File: src/include/uart_irq_defines.svh
// Operation
// - separate transmit and receive interrupt requests
// - transmit-ready flag set when buffer accepts
// - transmit request needs flag, enable, global enable
// - buffer write or service clears transmit-ready
// - reset or soft reset: flag set, enable cleared
// - stored character sets receive-complete flag
// - receive request needs flag, enable, global enable
// - reset or soft reset clears receive flag, enable
// - buffer read clears flag; service only without edge
// - errored characters ignored unless error enable set
// - wake-up enable drops non-address characters
// - break with error enable sets break and flag
// - armed start edge sets start-seen signal
// - start-seen requests receive interrupt, no flag
// - toggling edge enable clears start-seen, rearms
// - lows shorter than deglitch time are ignored
// - majority vote confirms start or abandons character
// - no break flag while edge mode and clock stopped
`ifndef UART_IRQ_DEFINES_SVH
`define UART_IRQ_DEFINES_SVH

// ----------------------------------------------------------------
// register indices (byte address is four times the index)
// ----------------------------------------------------------------
`define IDX_IE_A     10'h000
`define IDX_IE_B     10'h001
`define IDX_IFG_A    10'h002
`define IDX_IFG_B    10'h003
`define IDX_ME_A     10'h004
`define IDX_ME_B     10'h005
`define IDX_EVT_STAT 10'h060
`define IDX_EVT_MASK 10'h061
`define IDX_A_CTL    10'h070
`define IDX_A_TXC    10'h071
`define IDX_A_RXC    10'h072
`define IDX_A_MOD    10'h073
`define IDX_A_BRL    10'h074
`define IDX_A_BRH    10'h075
`define IDX_A_RXBUF  10'h076
`define IDX_A_TXBUF  10'h077
`define IDX_B_CTL    10'h078
`define IDX_B_TXC    10'h079
`define IDX_B_RXC    10'h07A
`define IDX_B_MOD    10'h07B
`define IDX_B_BRL    10'h07C
`define IDX_B_BRH    10'h07D
`define IDX_B_RXBUF  10'h07E
`define IDX_B_TXBUF  10'h07F

// ----------------------------------------------------------------
// field positions
// ----------------------------------------------------------------
`define CTL_SOFT_RST  0
`define TXC_EDGE_EN   3
`define RXC_BREAK     4
`define RXC_ERR_IE    3
`define RXC_WAKE_IE   2
`define IFG_TX_A      7
`define IFG_RX_A      6
`define IFG_TX_B      5
`define IFG_RX_B      4

// ----------------------------------------------------------------
// reset values
// ----------------------------------------------------------------
`define RST_IE        8'h00
`define RST_IFG_A     8'h82
`define RST_IFG_B     8'h20
`define RST_ME        8'h00
`define RST_CTL       8'h01
`define RST_TXC       8'h01
`define RST_RXC       8'h00
`define RST_KEEP      8'h00

// ----------------------------------------------------------------
// timing
// ----------------------------------------------------------------
`define CLK_PERIOD_NS 25
`define DEGLITCH_NS   300
`define DEGLITCH_CYC  ((`DEGLITCH_NS + `CLK_PERIOD_NS - 1) / `CLK_PERIOD_NS)
`define VOTE_GAP_CYC  4

`endif

File: src/include/uart_irq_pkg.sv
`default_nettype none
package uart_irq_pkg;
  // start-edge detector states
  typedef enum logic [1:0] {
    ST_IDLE     = 2'b00,
    ST_DEGLITCH = 2'b01,
    ST_VOTE     = 2'b10,
    ST_HOLD     = 2'b11
  } start_state_t;
endpackage : uart_irq_pkg
`default_nettype wire

File: src/hw/rx_start_detect.sv
`include "uart_irq_defines.svh"
`default_nettype none
module rx_start_detect (
  input  wire logic core_clk,
  input  wire logic reset_n,
  input  wire logic edge_en,
  input  wire logic arm,
  input  wire logic line_s,
  output logic      start_seen,
  output logic      start_ok,
  output logic      start_fail
);
  import uart_irq_pkg::*;

  start_state_t state_reg;   // detector state
  logic [3:0]   cnt_reg;     // deglitch / vote spacing counter
  logic [1:0]   vote_reg;    // samples taken
  logic [1:0]   low_reg;     // low samples seen

  // ----------------------------------------------------------------
  // deglitch, majority vote, start-seen
  // ----------------------------------------------------------------
  always_ff @(posedge core_clk or negedge reset_n) begin
    if (!reset_n) begin
      state_reg  <= ST_IDLE;
      cnt_reg    <= 4'h0;
      vote_reg   <= 2'h0;
      low_reg    <= 2'h0;
      start_seen <= 1'b0;
      start_ok   <= 1'b0;
      start_fail <= 1'b0;
    end else begin
      start_ok   <= 1'b0;
      start_fail <= 1'b0;
      if (!edge_en) begin
        // dropping the enable clears start-seen and rearms
        state_reg  <= ST_IDLE;
        start_seen <= 1'b0;
      end else begin
        case (state_reg)
          ST_IDLE: begin
            cnt_reg <= 4'h1;
            if (!line_s) state_reg <= ST_DEGLITCH;
          end
          ST_DEGLITCH: begin
            // a short low returns to idle without any request
            if (line_s) begin
              state_reg <= ST_IDLE;
            end else if (cnt_reg == 4'(`DEGLITCH_CYC - 1)) begin
              state_reg  <= ST_VOTE;
              start_seen <= start_seen | arm;
              cnt_reg    <= 4'h0;
              vote_reg   <= 2'h0;
              low_reg    <= 2'h0;
            end else begin
              cnt_reg <= cnt_reg + 4'h1;
            end
          end
          ST_VOTE: begin
            // three spaced samples; two lows make a start bit
            if (cnt_reg == 4'(`VOTE_GAP_CYC - 1)) begin
              cnt_reg  <= 4'h0;
              vote_reg <= vote_reg + 2'h1;
              if (vote_reg == 2'h2) begin
                state_reg  <= ST_HOLD;
                start_ok   <= (low_reg + 2'(!line_s)) >= 2'h2;
                start_fail <= (low_reg + 2'(!line_s)) < 2'h2;
              end else begin
                low_reg <= low_reg + 2'(!line_s);
              end
            end else begin
              cnt_reg <= cnt_reg + 4'h1;
            end
          end
          ST_HOLD: state_reg <= ST_HOLD; // waits for the enable toggle
          default: state_reg <= ST_IDLE;
        endcase
      end
    end
  end

  property p_deglitch_len;
    @(posedge core_clk) disable iff (!reset_n)
    $rose(start_seen) |-> $past(!line_s, 1) && $past(!line_s, 11);
  endproperty
  a_deglitch_len: assert property (p_deglitch_len)
    else $error("start-seen after a low shorter than deglitch time");

  property p_vote_bounded;
    @(posedge core_clk) disable iff (!reset_n)
    (state_reg == ST_VOTE && $past(state_reg) == ST_DEGLITCH && edge_en)
      |-> ##[1:14] (start_ok || start_fail || !edge_en);
  endproperty
  a_vote_bounded: assert property (p_vote_bounded)
    else $error("majority vote did not finish in time");

  property p_toggle_clears;
    @(posedge core_clk) disable iff (!reset_n)
    !edge_en |=> !start_seen && state_reg == ST_IDLE;
  endproperty
  a_toggle_clears: assert property (p_toggle_clears)
    else $error("start-seen survived edge enable clear");
endmodule : rx_start_detect
`default_nettype wire

File: src/hw/uart_irq_top.sv
// Implementation choice: the APB slave port.
`include "uart_irq_defines.svh"
`default_nettype none
module uart_irq_top (
  input  wire logic        core_clk,
  input  wire logic        reset_n,
  input  wire logic        psel,
  input  wire logic        penable,
  input  wire logic        pwrite,
  input  wire logic [11:0] paddr,
  input  wire logic [31:0] pwdata,
  output logic      [31:0] prdata,
  output logic             pready,
  output logic             pslverr,
  input  wire logic        global_irq_enable,
  input  wire logic        bit_clock_running,
  input  wire logic [1:0]  rx_line,
  input  wire logic [1:0]  tx_buf_free,
  input  wire logic [1:0]  tx_irq_ack,
  input  wire logic [1:0]  rx_irq_ack,
  input  wire logic [1:0]  rx_char_done,
  input  wire logic [1:0]  rx_char_err,
  input  wire logic [1:0]  rx_char_addr,
  input  wire logic [1:0]  rx_break,
  input  wire logic [7:0]  rx_data_a,
  input  wire logic [7:0]  rx_data_b,
  output logic      [1:0]  tx_irq,
  output logic      [1:0]  rx_irq,
  output logic      [1:0]  tx_load,
  output logic      [1:0]  start_ok,
  output logic      [1:0]  start_fail,
  output logic      [1:0]  soft_reset,
  output logic      [7:0]  tx_data_a,
  output logic      [7:0]  tx_data_b,
  output logic             event_irq
);
  import uart_irq_pkg::*;

  // ----------------------------------------------------------------
  // storage
  // ----------------------------------------------------------------
  localparam int TXB [2] = '{`IFG_TX_A, `IFG_TX_B};   // transmit flag bits
  localparam int RXB [2] = '{`IFG_RX_A, `IFG_RX_B};   // receive flag bits
  localparam logic [7:0] IFG_RST [2] = '{`RST_IFG_A, `RST_IFG_B};

  logic [7:0] ie_reg   [2];   // interrupt enables
  logic [7:0] ie_next  [2];
  logic [7:0] ifg_reg  [2];   // interrupt flags
  logic [7:0] ifg_next [2];
  logic [7:0] me_reg   [2];   // module enables, held for software
  logic [7:0] ctl_reg  [2];   // port control
  logic [7:0] txc_reg  [2];   // port transmit control
  logic [7:0] rxc_reg  [2];   // port receive control
  logic [7:0] rxc_next [2];
  logic [7:0] mod_reg  [2];   // modulation
  logic [7:0] brl_reg  [2];   // divider low
  logic [7:0] brh_reg  [2];   // divider high
  logic [7:0] txb_reg  [2];   // transmit buffer
  logic [5:0] evt_stat_reg;   // sticky events, three per port
  logic [5:0] evt_mask_reg;   // event enables
  logic [1:0] line_meta;      // first synchroniser stage
  logic [1:0] line_sync;      // synchronised receive line
  logic [1:0] seen;           // start-seen per port
  logic [1:0] seen_d;         // delayed for rise detect
  logic [1:0] ok_w;           // vote passed
  logic [1:0] fail_w;         // vote failed
  logic [1:0] soft_rst;       // soft reset held
  logic [1:0] edge_en;        // start edge detect enabled
  logic [1:0] tx_set;
  logic [1:0] tx_clr;
  logic [1:0] rx_set;
  logic [1:0] rx_clr;
  logic [1:0] brk_ok;         // break that may be flagged
  logic [1:0] wr_txb;         // transmit buffer write
  logic [1:0] rd_rxb;         // receive buffer read
  logic [9:0] idx;            // word index
  logic       fire;           // apb transfer completes
  logic       wr_fire;
  logic       rd_fire;
  logic       hit;            // index is mapped
  logic [7:0] rd_val;         // read mux

  assign idx     = paddr[11:2];
  assign fire    = psel & penable & pready;
  assign wr_fire = fire & pwrite;
  assign rd_fire = fire & ~pwrite;

  // ----------------------------------------------------------------
  // line synchroniser and start detectors
  // ----------------------------------------------------------------
  // idle line is high, so the chain resets high
  always_ff @(posedge core_clk or negedge reset_n) begin
    if (!reset_n) begin
      line_meta <= 2'h3;
      line_sync <= 2'h3;
    end else begin
      line_meta <= rx_line;
      line_sync <= line_meta;
    end
  end

  rx_start_detect u_det_a (
    .core_clk   (core_clk),
    .reset_n    (reset_n),
    .edge_en    (edge_en[0]),
    .arm        (ie_reg[0][RXB[0]] & global_irq_enable),
    .line_s     (line_sync[0]),
    .start_seen (seen[0]),
    .start_ok   (ok_w[0]),
    .start_fail (fail_w[0])
  );

  rx_start_detect u_det_b (
    .core_clk   (core_clk),
    .reset_n    (reset_n),
    .edge_en    (edge_en[1]),
    .arm        (ie_reg[1][RXB[1]] & global_irq_enable),
    .line_s     (line_sync[1]),
    .start_seen (seen[1]),
    .start_ok   (ok_w[1]),
    .start_fail (fail_w[1])
  );

  // ----------------------------------------------------------------
  // per-port flag events
  // ----------------------------------------------------------------
  always_comb begin
    for (int p = 0; p < 2; p++) begin
      soft_rst[p] = ctl_reg[p][`CTL_SOFT_RST];
      edge_en[p] = txc_reg[p][`TXC_EDGE_EN];
      wr_txb[p]  = wr_fire & (idx == (p == 0 ? `IDX_A_TXBUF : `IDX_B_TXBUF));
      rd_rxb[p]  = rd_fire & (idx == (p == 0 ? `IDX_A_RXBUF : `IDX_B_RXBUF));
      // a stopped bit clock in edge mode cannot see a break
      brk_ok[p]  = rx_break[p] & rxc_reg[p][`RXC_ERR_IE]
                 & ~(edge_en[p] & ~bit_clock_running);
      tx_set[p]  = tx_buf_free[p];
      tx_clr[p]  = wr_txb[p] | tx_irq_ack[p];
      rx_set[p]  = (rx_char_done[p] & (~rx_char_err[p] | rxc_reg[p][`RXC_ERR_IE])
                 & (~rxc_reg[p][`RXC_WAKE_IE] | rx_char_addr[p]))
                 | brk_ok[p];
      // service clears the flag only outside edge mode, since
      // an edge request must leave the flag readable as zero
      rx_clr[p]  = rd_rxb[p] | (rx_irq_ack[p] & ~edge_en[p]);
    end
  end

  // next values: write first, then clears, sets win over clears
  always_comb begin
    for (int p = 0; p < 2; p++) begin
      ifg_next[p] = ifg_reg[p];
      ie_next[p]  = ie_reg[p];
      rxc_next[p] = rxc_reg[p];
      if (wr_fire && idx == (p == 0 ? `IDX_IFG_A : `IDX_IFG_B)) ifg_next[p] = pwdata[7:0];
      if (wr_fire && idx == (p == 0 ? `IDX_IE_A : `IDX_IE_B)) ie_next[p] = pwdata[7:0];
      if (wr_fire && idx == (p == 0 ? `IDX_A_RXC : `IDX_B_RXC)) rxc_next[p] = pwdata[7:0];
      ifg_next[p][TXB[p]] = (ifg_next[p][TXB[p]] & ~tx_clr[p]) | tx_set[p] | soft_rst[p];
      ifg_next[p][RXB[p]] = ((ifg_next[p][RXB[p]] & ~rx_clr[p]) | rx_set[p]) & ~soft_rst[p];
      rxc_next[p][`RXC_BREAK] = rxc_next[p][`RXC_BREAK] | brk_ok[p];
      if (soft_rst[p]) begin
        ie_next[p][TXB[p]] = 1'b0;
        ie_next[p][RXB[p]] = 1'b0;
      end
    end
  end

  // ----------------------------------------------------------------
  // flag, enable and receive control registers
  // ----------------------------------------------------------------
  always_ff @(posedge core_clk or negedge reset_n) begin
    if (!reset_n) begin
      for (int p = 0; p < 2; p++) begin
        ifg_reg[p] <= IFG_RST[p];
        ie_reg[p]  <= `RST_IE;
        rxc_reg[p] <= `RST_RXC;
      end
    end else begin
      for (int p = 0; p < 2; p++) begin
        ifg_reg[p] <= ifg_next[p];
        ie_reg[p]  <= ie_next[p];
        rxc_reg[p] <= rxc_next[p];
      end
    end
  end

  // ----------------------------------------------------------------
  // plain software registers
  // ----------------------------------------------------------------
  always_ff @(posedge core_clk or negedge reset_n) begin
    if (!reset_n) begin
      for (int p = 0; p < 2; p++) begin
        me_reg[p]  <= `RST_ME;
        ctl_reg[p] <= `RST_CTL;
        txc_reg[p] <= `RST_TXC;
        mod_reg[p] <= `RST_KEEP;
        brl_reg[p] <= `RST_KEEP;
        brh_reg[p] <= `RST_KEEP;
        txb_reg[p] <= `RST_KEEP;
      end
    end else if (wr_fire) begin
      for (int p = 0; p < 2; p++) begin
        if (idx == (p == 0 ? `IDX_ME_A : `IDX_ME_B)) me_reg[p] <= pwdata[7:0];
        if (idx == (p == 0 ? `IDX_A_CTL : `IDX_B_CTL)) ctl_reg[p] <= pwdata[7:0];
        if (idx == (p == 0 ? `IDX_A_TXC : `IDX_B_TXC)) txc_reg[p] <= pwdata[7:0];
        if (idx == (p == 0 ? `IDX_A_MOD : `IDX_B_MOD)) mod_reg[p] <= pwdata[7:0];
        if (idx == (p == 0 ? `IDX_A_BRL : `IDX_B_BRL)) brl_reg[p] <= pwdata[7:0];
        if (idx == (p == 0 ? `IDX_A_BRH : `IDX_B_BRH)) brh_reg[p] <= pwdata[7:0];
        if (wr_txb[p]) txb_reg[p] <= pwdata[7:0];
      end
    end
  end

  // ----------------------------------------------------------------
  // event status and interrupt line
  // ----------------------------------------------------------------
  // write one to clear; a same-cycle event still lands
  always_ff @(posedge core_clk or negedge reset_n) begin
    if (!reset_n) begin
      evt_stat_reg <= 6'h00;
      evt_mask_reg <= 6'h00;
      seen_d       <= 2'h0;
      event_irq    <= 1'b0;
    end else begin
      seen_d <= seen;
      evt_stat_reg <= (evt_stat_reg & ~((wr_fire && idx == `IDX_EVT_STAT) ? pwdata[5:0] : 6'h00))
                    | {fail_w[1], seen[1] & ~seen_d[1], brk_ok[1],
                       fail_w[0], seen[0] & ~seen_d[0], brk_ok[0]};
      if (wr_fire && idx == `IDX_EVT_MASK) evt_mask_reg <= pwdata[5:0];
      event_irq <= |(evt_stat_reg & evt_mask_reg);
    end
  end

  // ----------------------------------------------------------------
  // side outputs to the framing logic
  // ----------------------------------------------------------------
  always_ff @(posedge core_clk or negedge reset_n) begin
    if (!reset_n) begin
      tx_load    <= 2'h0;
      start_ok   <= 2'h0;
      start_fail <= 2'h0;
      soft_reset <= 2'h3;
      tx_data_a  <= 8'h00;
      tx_data_b  <= 8'h00;
    end else begin
      tx_load    <= wr_txb;
      start_ok   <= ok_w;
      start_fail <= fail_w;
      soft_reset <= soft_rst;
      tx_data_a  <= wr_txb[0] ? pwdata[7:0] : txb_reg[0];
      tx_data_b  <= wr_txb[1] ? pwdata[7:0] : txb_reg[1];
    end
  end

  // ----------------------------------------------------------------
  // interrupt requests
  // ----------------------------------------------------------------
  // the global enable is live from the core, so it is not registered
  always_comb begin
    for (int p = 0; p < 2; p++) begin
      tx_irq[p] = ifg_reg[p][TXB[p]] & ie_reg[p][TXB[p]] & global_irq_enable;
      rx_irq[p] = (ifg_reg[p][RXB[p]] | seen[p]) & ie_reg[p][RXB[p]]
                & global_irq_enable;
    end
  end

  // ----------------------------------------------------------------
  // apb slave, one wait state
  // ----------------------------------------------------------------
  always_comb begin
    hit    = 1'b1;
    rd_val = 8'h00;
    case (idx)
      `IDX_IE_A:     rd_val = ie_reg[0];
      `IDX_IE_B:     rd_val = ie_reg[1];
      `IDX_IFG_A:    rd_val = ifg_reg[0];
      `IDX_IFG_B:    rd_val = ifg_reg[1];
      `IDX_ME_A:     rd_val = me_reg[0];
      `IDX_ME_B:     rd_val = me_reg[1];
      `IDX_EVT_STAT: rd_val = {2'b00, evt_stat_reg};
      `IDX_EVT_MASK: rd_val = {2'b00, evt_mask_reg};
      `IDX_A_CTL:    rd_val = ctl_reg[0];
      `IDX_A_TXC:    rd_val = txc_reg[0];
      `IDX_A_RXC:    rd_val = rxc_reg[0];
      `IDX_A_MOD:    rd_val = mod_reg[0];
      `IDX_A_BRL:    rd_val = brl_reg[0];
      `IDX_A_BRH:    rd_val = brh_reg[0];
      `IDX_A_RXBUF:  rd_val = rx_data_a;
      `IDX_A_TXBUF:  rd_val = txb_reg[0];
      `IDX_B_CTL:    rd_val = ctl_reg[1];
      `IDX_B_TXC:    rd_val = txc_reg[1];
      `IDX_B_RXC:    rd_val = rxc_reg[1];
      `IDX_B_MOD:    rd_val = mod_reg[1];
      `IDX_B_BRL:    rd_val = brl_reg[1];
      `IDX_B_BRH:    rd_val = brh_reg[1];
      `IDX_B_RXBUF:  rd_val = rx_data_b;
      `IDX_B_TXBUF:  rd_val = txb_reg[1];
      default:       hit = 1'b0;
    endcase
  end

  // answer is registered, so pready rises on the first access edge
  always_ff @(posedge core_clk or negedge reset_n) begin
    if (!reset_n) begin
      pready  <= 1'b0;
      prdata  <= 32'h0000_0000;
      pslverr <= 1'b0;
    end else if (psel && penable && !pready) begin
      pready  <= 1'b1;
      prdata  <= pwrite ? 32'h0000_0000 : {24'h000000, rd_val};
      pslverr <= ~hit;
    end else begin
      pready  <= 1'b0;
      prdata  <= 32'h0000_0000;
      pslverr <= 1'b0;
    end
  end

  // ----------------------------------------------------------------
  // checks
  // ----------------------------------------------------------------
  property p_tx_free_sets;
    @(posedge core_clk) disable iff (!reset_n)
    tx_buf_free[0] |=> ifg_reg[0][`IFG_TX_A];
  endproperty
  a_tx_free_sets: assert property (p_tx_free_sets)
    else $error("transmit-ready not set after buffer free");

  property p_tx_write_clears;
    @(posedge core_clk) disable iff (!reset_n)
    wr_txb[0] && !tx_buf_free[0] && !soft_rst[0] |=> !ifg_reg[0][`IFG_TX_A] && tx_load[0];
  endproperty
  a_tx_write_clears: assert property (p_tx_write_clears)
    else $error("transmit buffer write did not clear ready flag");

  property p_soft_rst_tx;
    @(posedge core_clk) disable iff (!reset_n)
    soft_rst[1] && $past(soft_rst[1]) |-> ifg_reg[1][`IFG_TX_B] && !ie_reg[1][`IFG_TX_B];
  endproperty
  a_soft_rst_tx: assert property (p_soft_rst_tx)
    else $error("soft reset did not hold transmit flag and enable");

  property p_soft_rst_rx;
    @(posedge core_clk) disable iff (!reset_n)
    soft_rst[0] && $past(soft_rst[0]) |-> !ifg_reg[0][`IFG_RX_A] && !ie_reg[0][`IFG_RX_A] && !rx_irq[0];
  endproperty
  a_soft_rst_rx: assert property (p_soft_rst_rx)
    else $error("soft reset did not clear receive flag and enable");

  property p_err_blocked;
    @(posedge core_clk) disable iff (!reset_n)
    rx_char_done[0] && rx_char_err[0] && !rxc_reg[0][`RXC_ERR_IE] && !ifg_reg[0][`IFG_RX_A] && !wr_fire
      |=> !ifg_reg[0][`IFG_RX_A];
  endproperty
  a_err_blocked: assert property (p_err_blocked)
    else $error("errored character set the receive flag");

  property p_read_clears;
    @(posedge core_clk) disable iff (!reset_n)
    rd_rxb[0] && !rx_set[0] |=> !ifg_reg[0][`IFG_RX_A];
  endproperty
  a_read_clears: assert property (p_read_clears)
    else $error("buffer read did not clear receive flag");

  property p_edge_irq;
    @(posedge core_clk) disable iff (!reset_n)
    $rose(seen[0]) && !ifg_reg[0][`IFG_RX_A] |-> rx_irq[0] == global_irq_enable;
  endproperty
  a_edge_irq: assert property (p_edge_irq)
    else $error("start-seen did not raise receive request");

  property p_global_gate;
    @(posedge core_clk) disable iff (!reset_n)
    (tx_irq != 2'h0 || rx_irq != 2'h0) |-> global_irq_enable;
  endproperty
  a_global_gate: assert property (p_global_gate)
    else $error("interrupt request without global enable");
endmodule : uart_irq_top
`default_nettype wire

File: config.mk
export PLATFORM = sky130hd
export DESIGN_NAME = uart_irq_top
export DESIGN_NICKNAME = d
export VERILOG_FILES = /design/src/include/uart_irq_pkg.sv /design/src/hw/rx_start_detect.sv /design/src/hw/uart_irq_top.sv
export VERILOG_INCLUDE_DIRS = /design/src /design/src/include
export SDC_FILE = /design/constraint.sdc
export NUM_CORES = 1
export LEC_CHECK = 0
export BUFFER_PORTS_ARGS = -buffer_cell sky130_fd_sc_hd__clkbuf_2
export CORE_MARGIN = 2
export CORE_UTILIZATION = 53
export CTS_CLUSTER_DIAMETER = 50
export DETAILED_ROUTE_END_ITERATION = 6
export PLACE_DENSITY = 0.77
export SLEW_MARGIN = 25
export SYNTH_ARGS = -nofsm -noshare
export SYNTH_HDL_FRONTEND = slang
export SYNTH_SLANG_ARGS = --single-unit
export TNS_END_PERCENT = 5
File: constraint.sdc
create_clock -name core_clk -period 1.9 [get_ports core_clk]
set_input_delay 0.095 -clock core_clk [delete_from_list [all_inputs] [get_ports core_clk]]
set_output_delay 0.095 -clock core_clk [all_outputs]
set_load 0.01 [all_outputs]
==> flow_summary.toml <==
[global_routing]
overflow = 0
grt_pass1_wl_microns = 50200
grt_antenna_before_repair = 0
grt_max_degree = 65
grt_pass1_vias = 8795
track_usage_pct = 29.0

[sta]
fin_crit_ps = 1830
worst_slew_pin_slew_ps = 697
setup_viol = 0
report.final.slew_viol_count = 0
finalWorstSetupSlack_ps = 70.1
max_freq_mhz = 546
hold_violations = 0
max_slew_margin_pct = 53.5
rsz0062_at_grt = "false"
skew_ps = 6.31
min_period_over_period_pct = 96.3

[worst_setup_path]
crit_type = "reg2reg"
crit_fanout = 7
ff2ff_path_depth = 5
reg2reg_to = "ctl_reg[10]$_DFFE_PN0P_"
r2r_start = "pready$_DFF_PN0_"
cp.required_ps = 2310
crit_path_end_kind = "register"
r2r_slack_ps = 70
critPathLaunchType = "register"
arrival_ps = 2240

[power]
powerDensity_mw_per_mm2 = 815
total_power_uw = 11700
leakage_uw = 0.00701
vdd_drop_max_v = 0.000667

[die]
row_count = 54
core_area_sq_mm = 0.0216
fp.dieH_microns = 152
ios = 146
start_util_pct = 53.5
dieArea_sq_mm = 0.0230
dieWidth_microns = 152

[cts]
cts_tree = "done"
numCtsBuffers = 26
clk_pin_slew_ps = 60
clockBufferDepth = 3
clkLatencyLatePin_ps = 530
h-tree-depth = 1
root_buffer = "clkbuf_16"
cts.sinks = 239

[synth]
synth.distinct_cells = 71
synthArstFlopShare_pct = 100
synth_flop_cell = "dfrtp_1"
synth_edf_count = 0
yosysMostFrequentCell = "dfrtp_1"
synthTopCellsByCount = "dfrtp_1 (226), mux2_2 (180), nand2_1 (69)"
synth.avg_cell_area_sq_um = 12.0
synth_top_area_cell = "dfrtp_1"
ys_warn_count = 0
synth_area_sq_mm = 0.0116
netlist.area_leader.share_pct = 48.9
synth_cells = 967
seq_area_frac_synth_pct = 51.8
synth_area_leaders = "dfrtp_1 (49%), mux2_2 (18%), mux2i_1 (3.5%), dfstp_2 (3.0%), nand2_1 (2.2%)"
ys_ff_latch = 239

[placement]
portBuffers = 95
pre_cts_ws_ps = -192
place_congestion = 0.975
dp_hpwl_microns = 23600

[routing]
drt-initial-drc-count = 679
finalWirelength_microns = 32700
drc = 0
drt-pass1-iter-count = 5
via_per_inst = 5.91
ant_nets = 0
wire_per_inst_microns = 21.9
vias = 8850

[final_layout]
area_delta_synth_final_pct = 24.4
nNetsFinal = 1296
drive_gt1_share_pct = 40.8
n_fill_cell = 1623

[hold_path]
hp-class = "in2async"

[run_status]
status = "complete, no violations"

[run]
drv_cap = 0
## layer usage
metal  track usage, %  share of wire, %  vias to the layer above
met1             41.3                43                     4491
li1                 -                 -                     3950
met5                0                 0                        -
met2             45.1                46                      334
met4             11.0               3.7                        0
met3             4.73               7.0                       75
## final cells by class
cell class / instances / area (sq um) / area share (%)
flip-flops and latches: 239 / 6000 / 41.7
multi-input cells: 661 / 5230 / 36.4
well taps: 280 / 350 / 2.43
repair buffers: 248 / 1840 / 12.8
inverters: 20 / 75.1 / 0.522
clock buffers: 38 / 737 / 5.12
clock inverters: 10 / 155 / 1.08
diodes: 1 / 2.50 / 0.0174
## cell usage in the layout (no fill, tap or decap), types with 12 or more instances in the layout
| cell type | instances |
|---|---|
| dlygate4sd3_1 | 21 |
| nor2_2 | 12 |
| ha_1 | 16 |
| buf_12 | 12 |
| nor2_1 | 48 |
| mux2i_1 | 40 |
| mux2_2 | 180 |
| clkbuf_2 | 94 |
| dfrtp_1 | 225 |
| a31oi_1 | 13 |
| nand3_1 | 23 |
| nor2b_1 | 14 |
| a22oi_1 | 20 |
| dfstp_2 | 13 |
| a21oi_1 | 31 |
| nand2_1 | 69 |
| conb_1 | 24 |
| buf_4 | 119 |
| o31ai_1 | 12 |
| a22o_1 | 12 |
| clkbuf_16 | 27 |
| inv_1 | 20 |
| o21ai_0 | 24 |
## through the flow
| step | TNS (ps) | std cells | hold WS [ps] | util, % | cell area, sq um |
|---|---|---|---|---|---|
| after floorplan | -28.9 | 990 | -201 | - | 11700 |
| after global placement | -456 | 1425 | -33.5 | 61.2 | 13200 |
| after detailed placement | -918 | 1425 | -35.8 | 61.2 | 13200 |
| after CTS | 0 | 1495 | 0.147 | 66.4 | 14400 |
| after global routing | 0 | 1496 | 28.6 | 66.6 | 14400 |
| final | 0 | 1497 | 11.1 | 66.6 | 14400 |
## logic make-up after synthesis
| family | share of synthesized area, % |
|---|---|
| AO/OA/AOI/OAI | 9.63 |
| XOR/XNOR | 0.151 |
| adder cells (fa/ha/maj) | 1.84 |
| buffers and inverters | 3.98 |
| flip-flops | 51.8 |
| multiplexers | 22.6 |
| other | 0.0324 |
| AND/OR/NAND/NOR | 9.89 |
## worst max-delay path, stage by stage (launching register included)
cell	delay (ps)
dfrtp_1	370
and4_1	320
nand2_1	290
nor2_2	240
buf_12	160
mux2_2	340
## report_power, final
| part | internal [uW] | leakage (uW) | switching [uW] |
|---|---|---|---|
| logic | 518 | 0.00332 | 716 |
| clock network | 3230 | 0.000430 | 2020 |
| registers | 5180 | 0.00327 | 70.9 |
## how the worst max path moves through the flow
stage / startpoint / end / depth (start not counted)
2_1_floorplan: u_det_b.state_reg[0]$_DFFE_PN0P_ / u_det_b.low_reg[1]$_DFFE_PN0P_ / 8
3_3_place_gp: paddr[7] / prdata[5]$_DFF_PN0_ / 7
3_5_place_dp: paddr[7] / prdata[5]$_DFF_PN0_ / 10
4_1_cts: u_det_b.cnt_reg[0]$_DFFE_PN0P_ / u_det_b.cnt_reg[3]$_DFFE_PN0P_ / 7
5_1_grt: u_det_b.cnt_reg[0]$_DFFE_PN0P_ / u_det_b.low_reg[1]$_DFFE_PN0P_ / 7
6_report: pready$_DFF_PN0_ / ctl_reg[10]$_DFFE_PN0P_ / 5
## repair_timing
| action | 4_1_cts | 5_1_grt |
|---|---|---|
| buffers inserted | 0 | 1 |
| hold endpoints to repair | 240 | 0 |
| hold buffers | 22 | 0 |
| resized for setup | 2 | 11 |
| setup endpoints to repair | 2 | 14 |
| pin swaps | 0 | 2 |
Power figures use the tool's default switching activity.
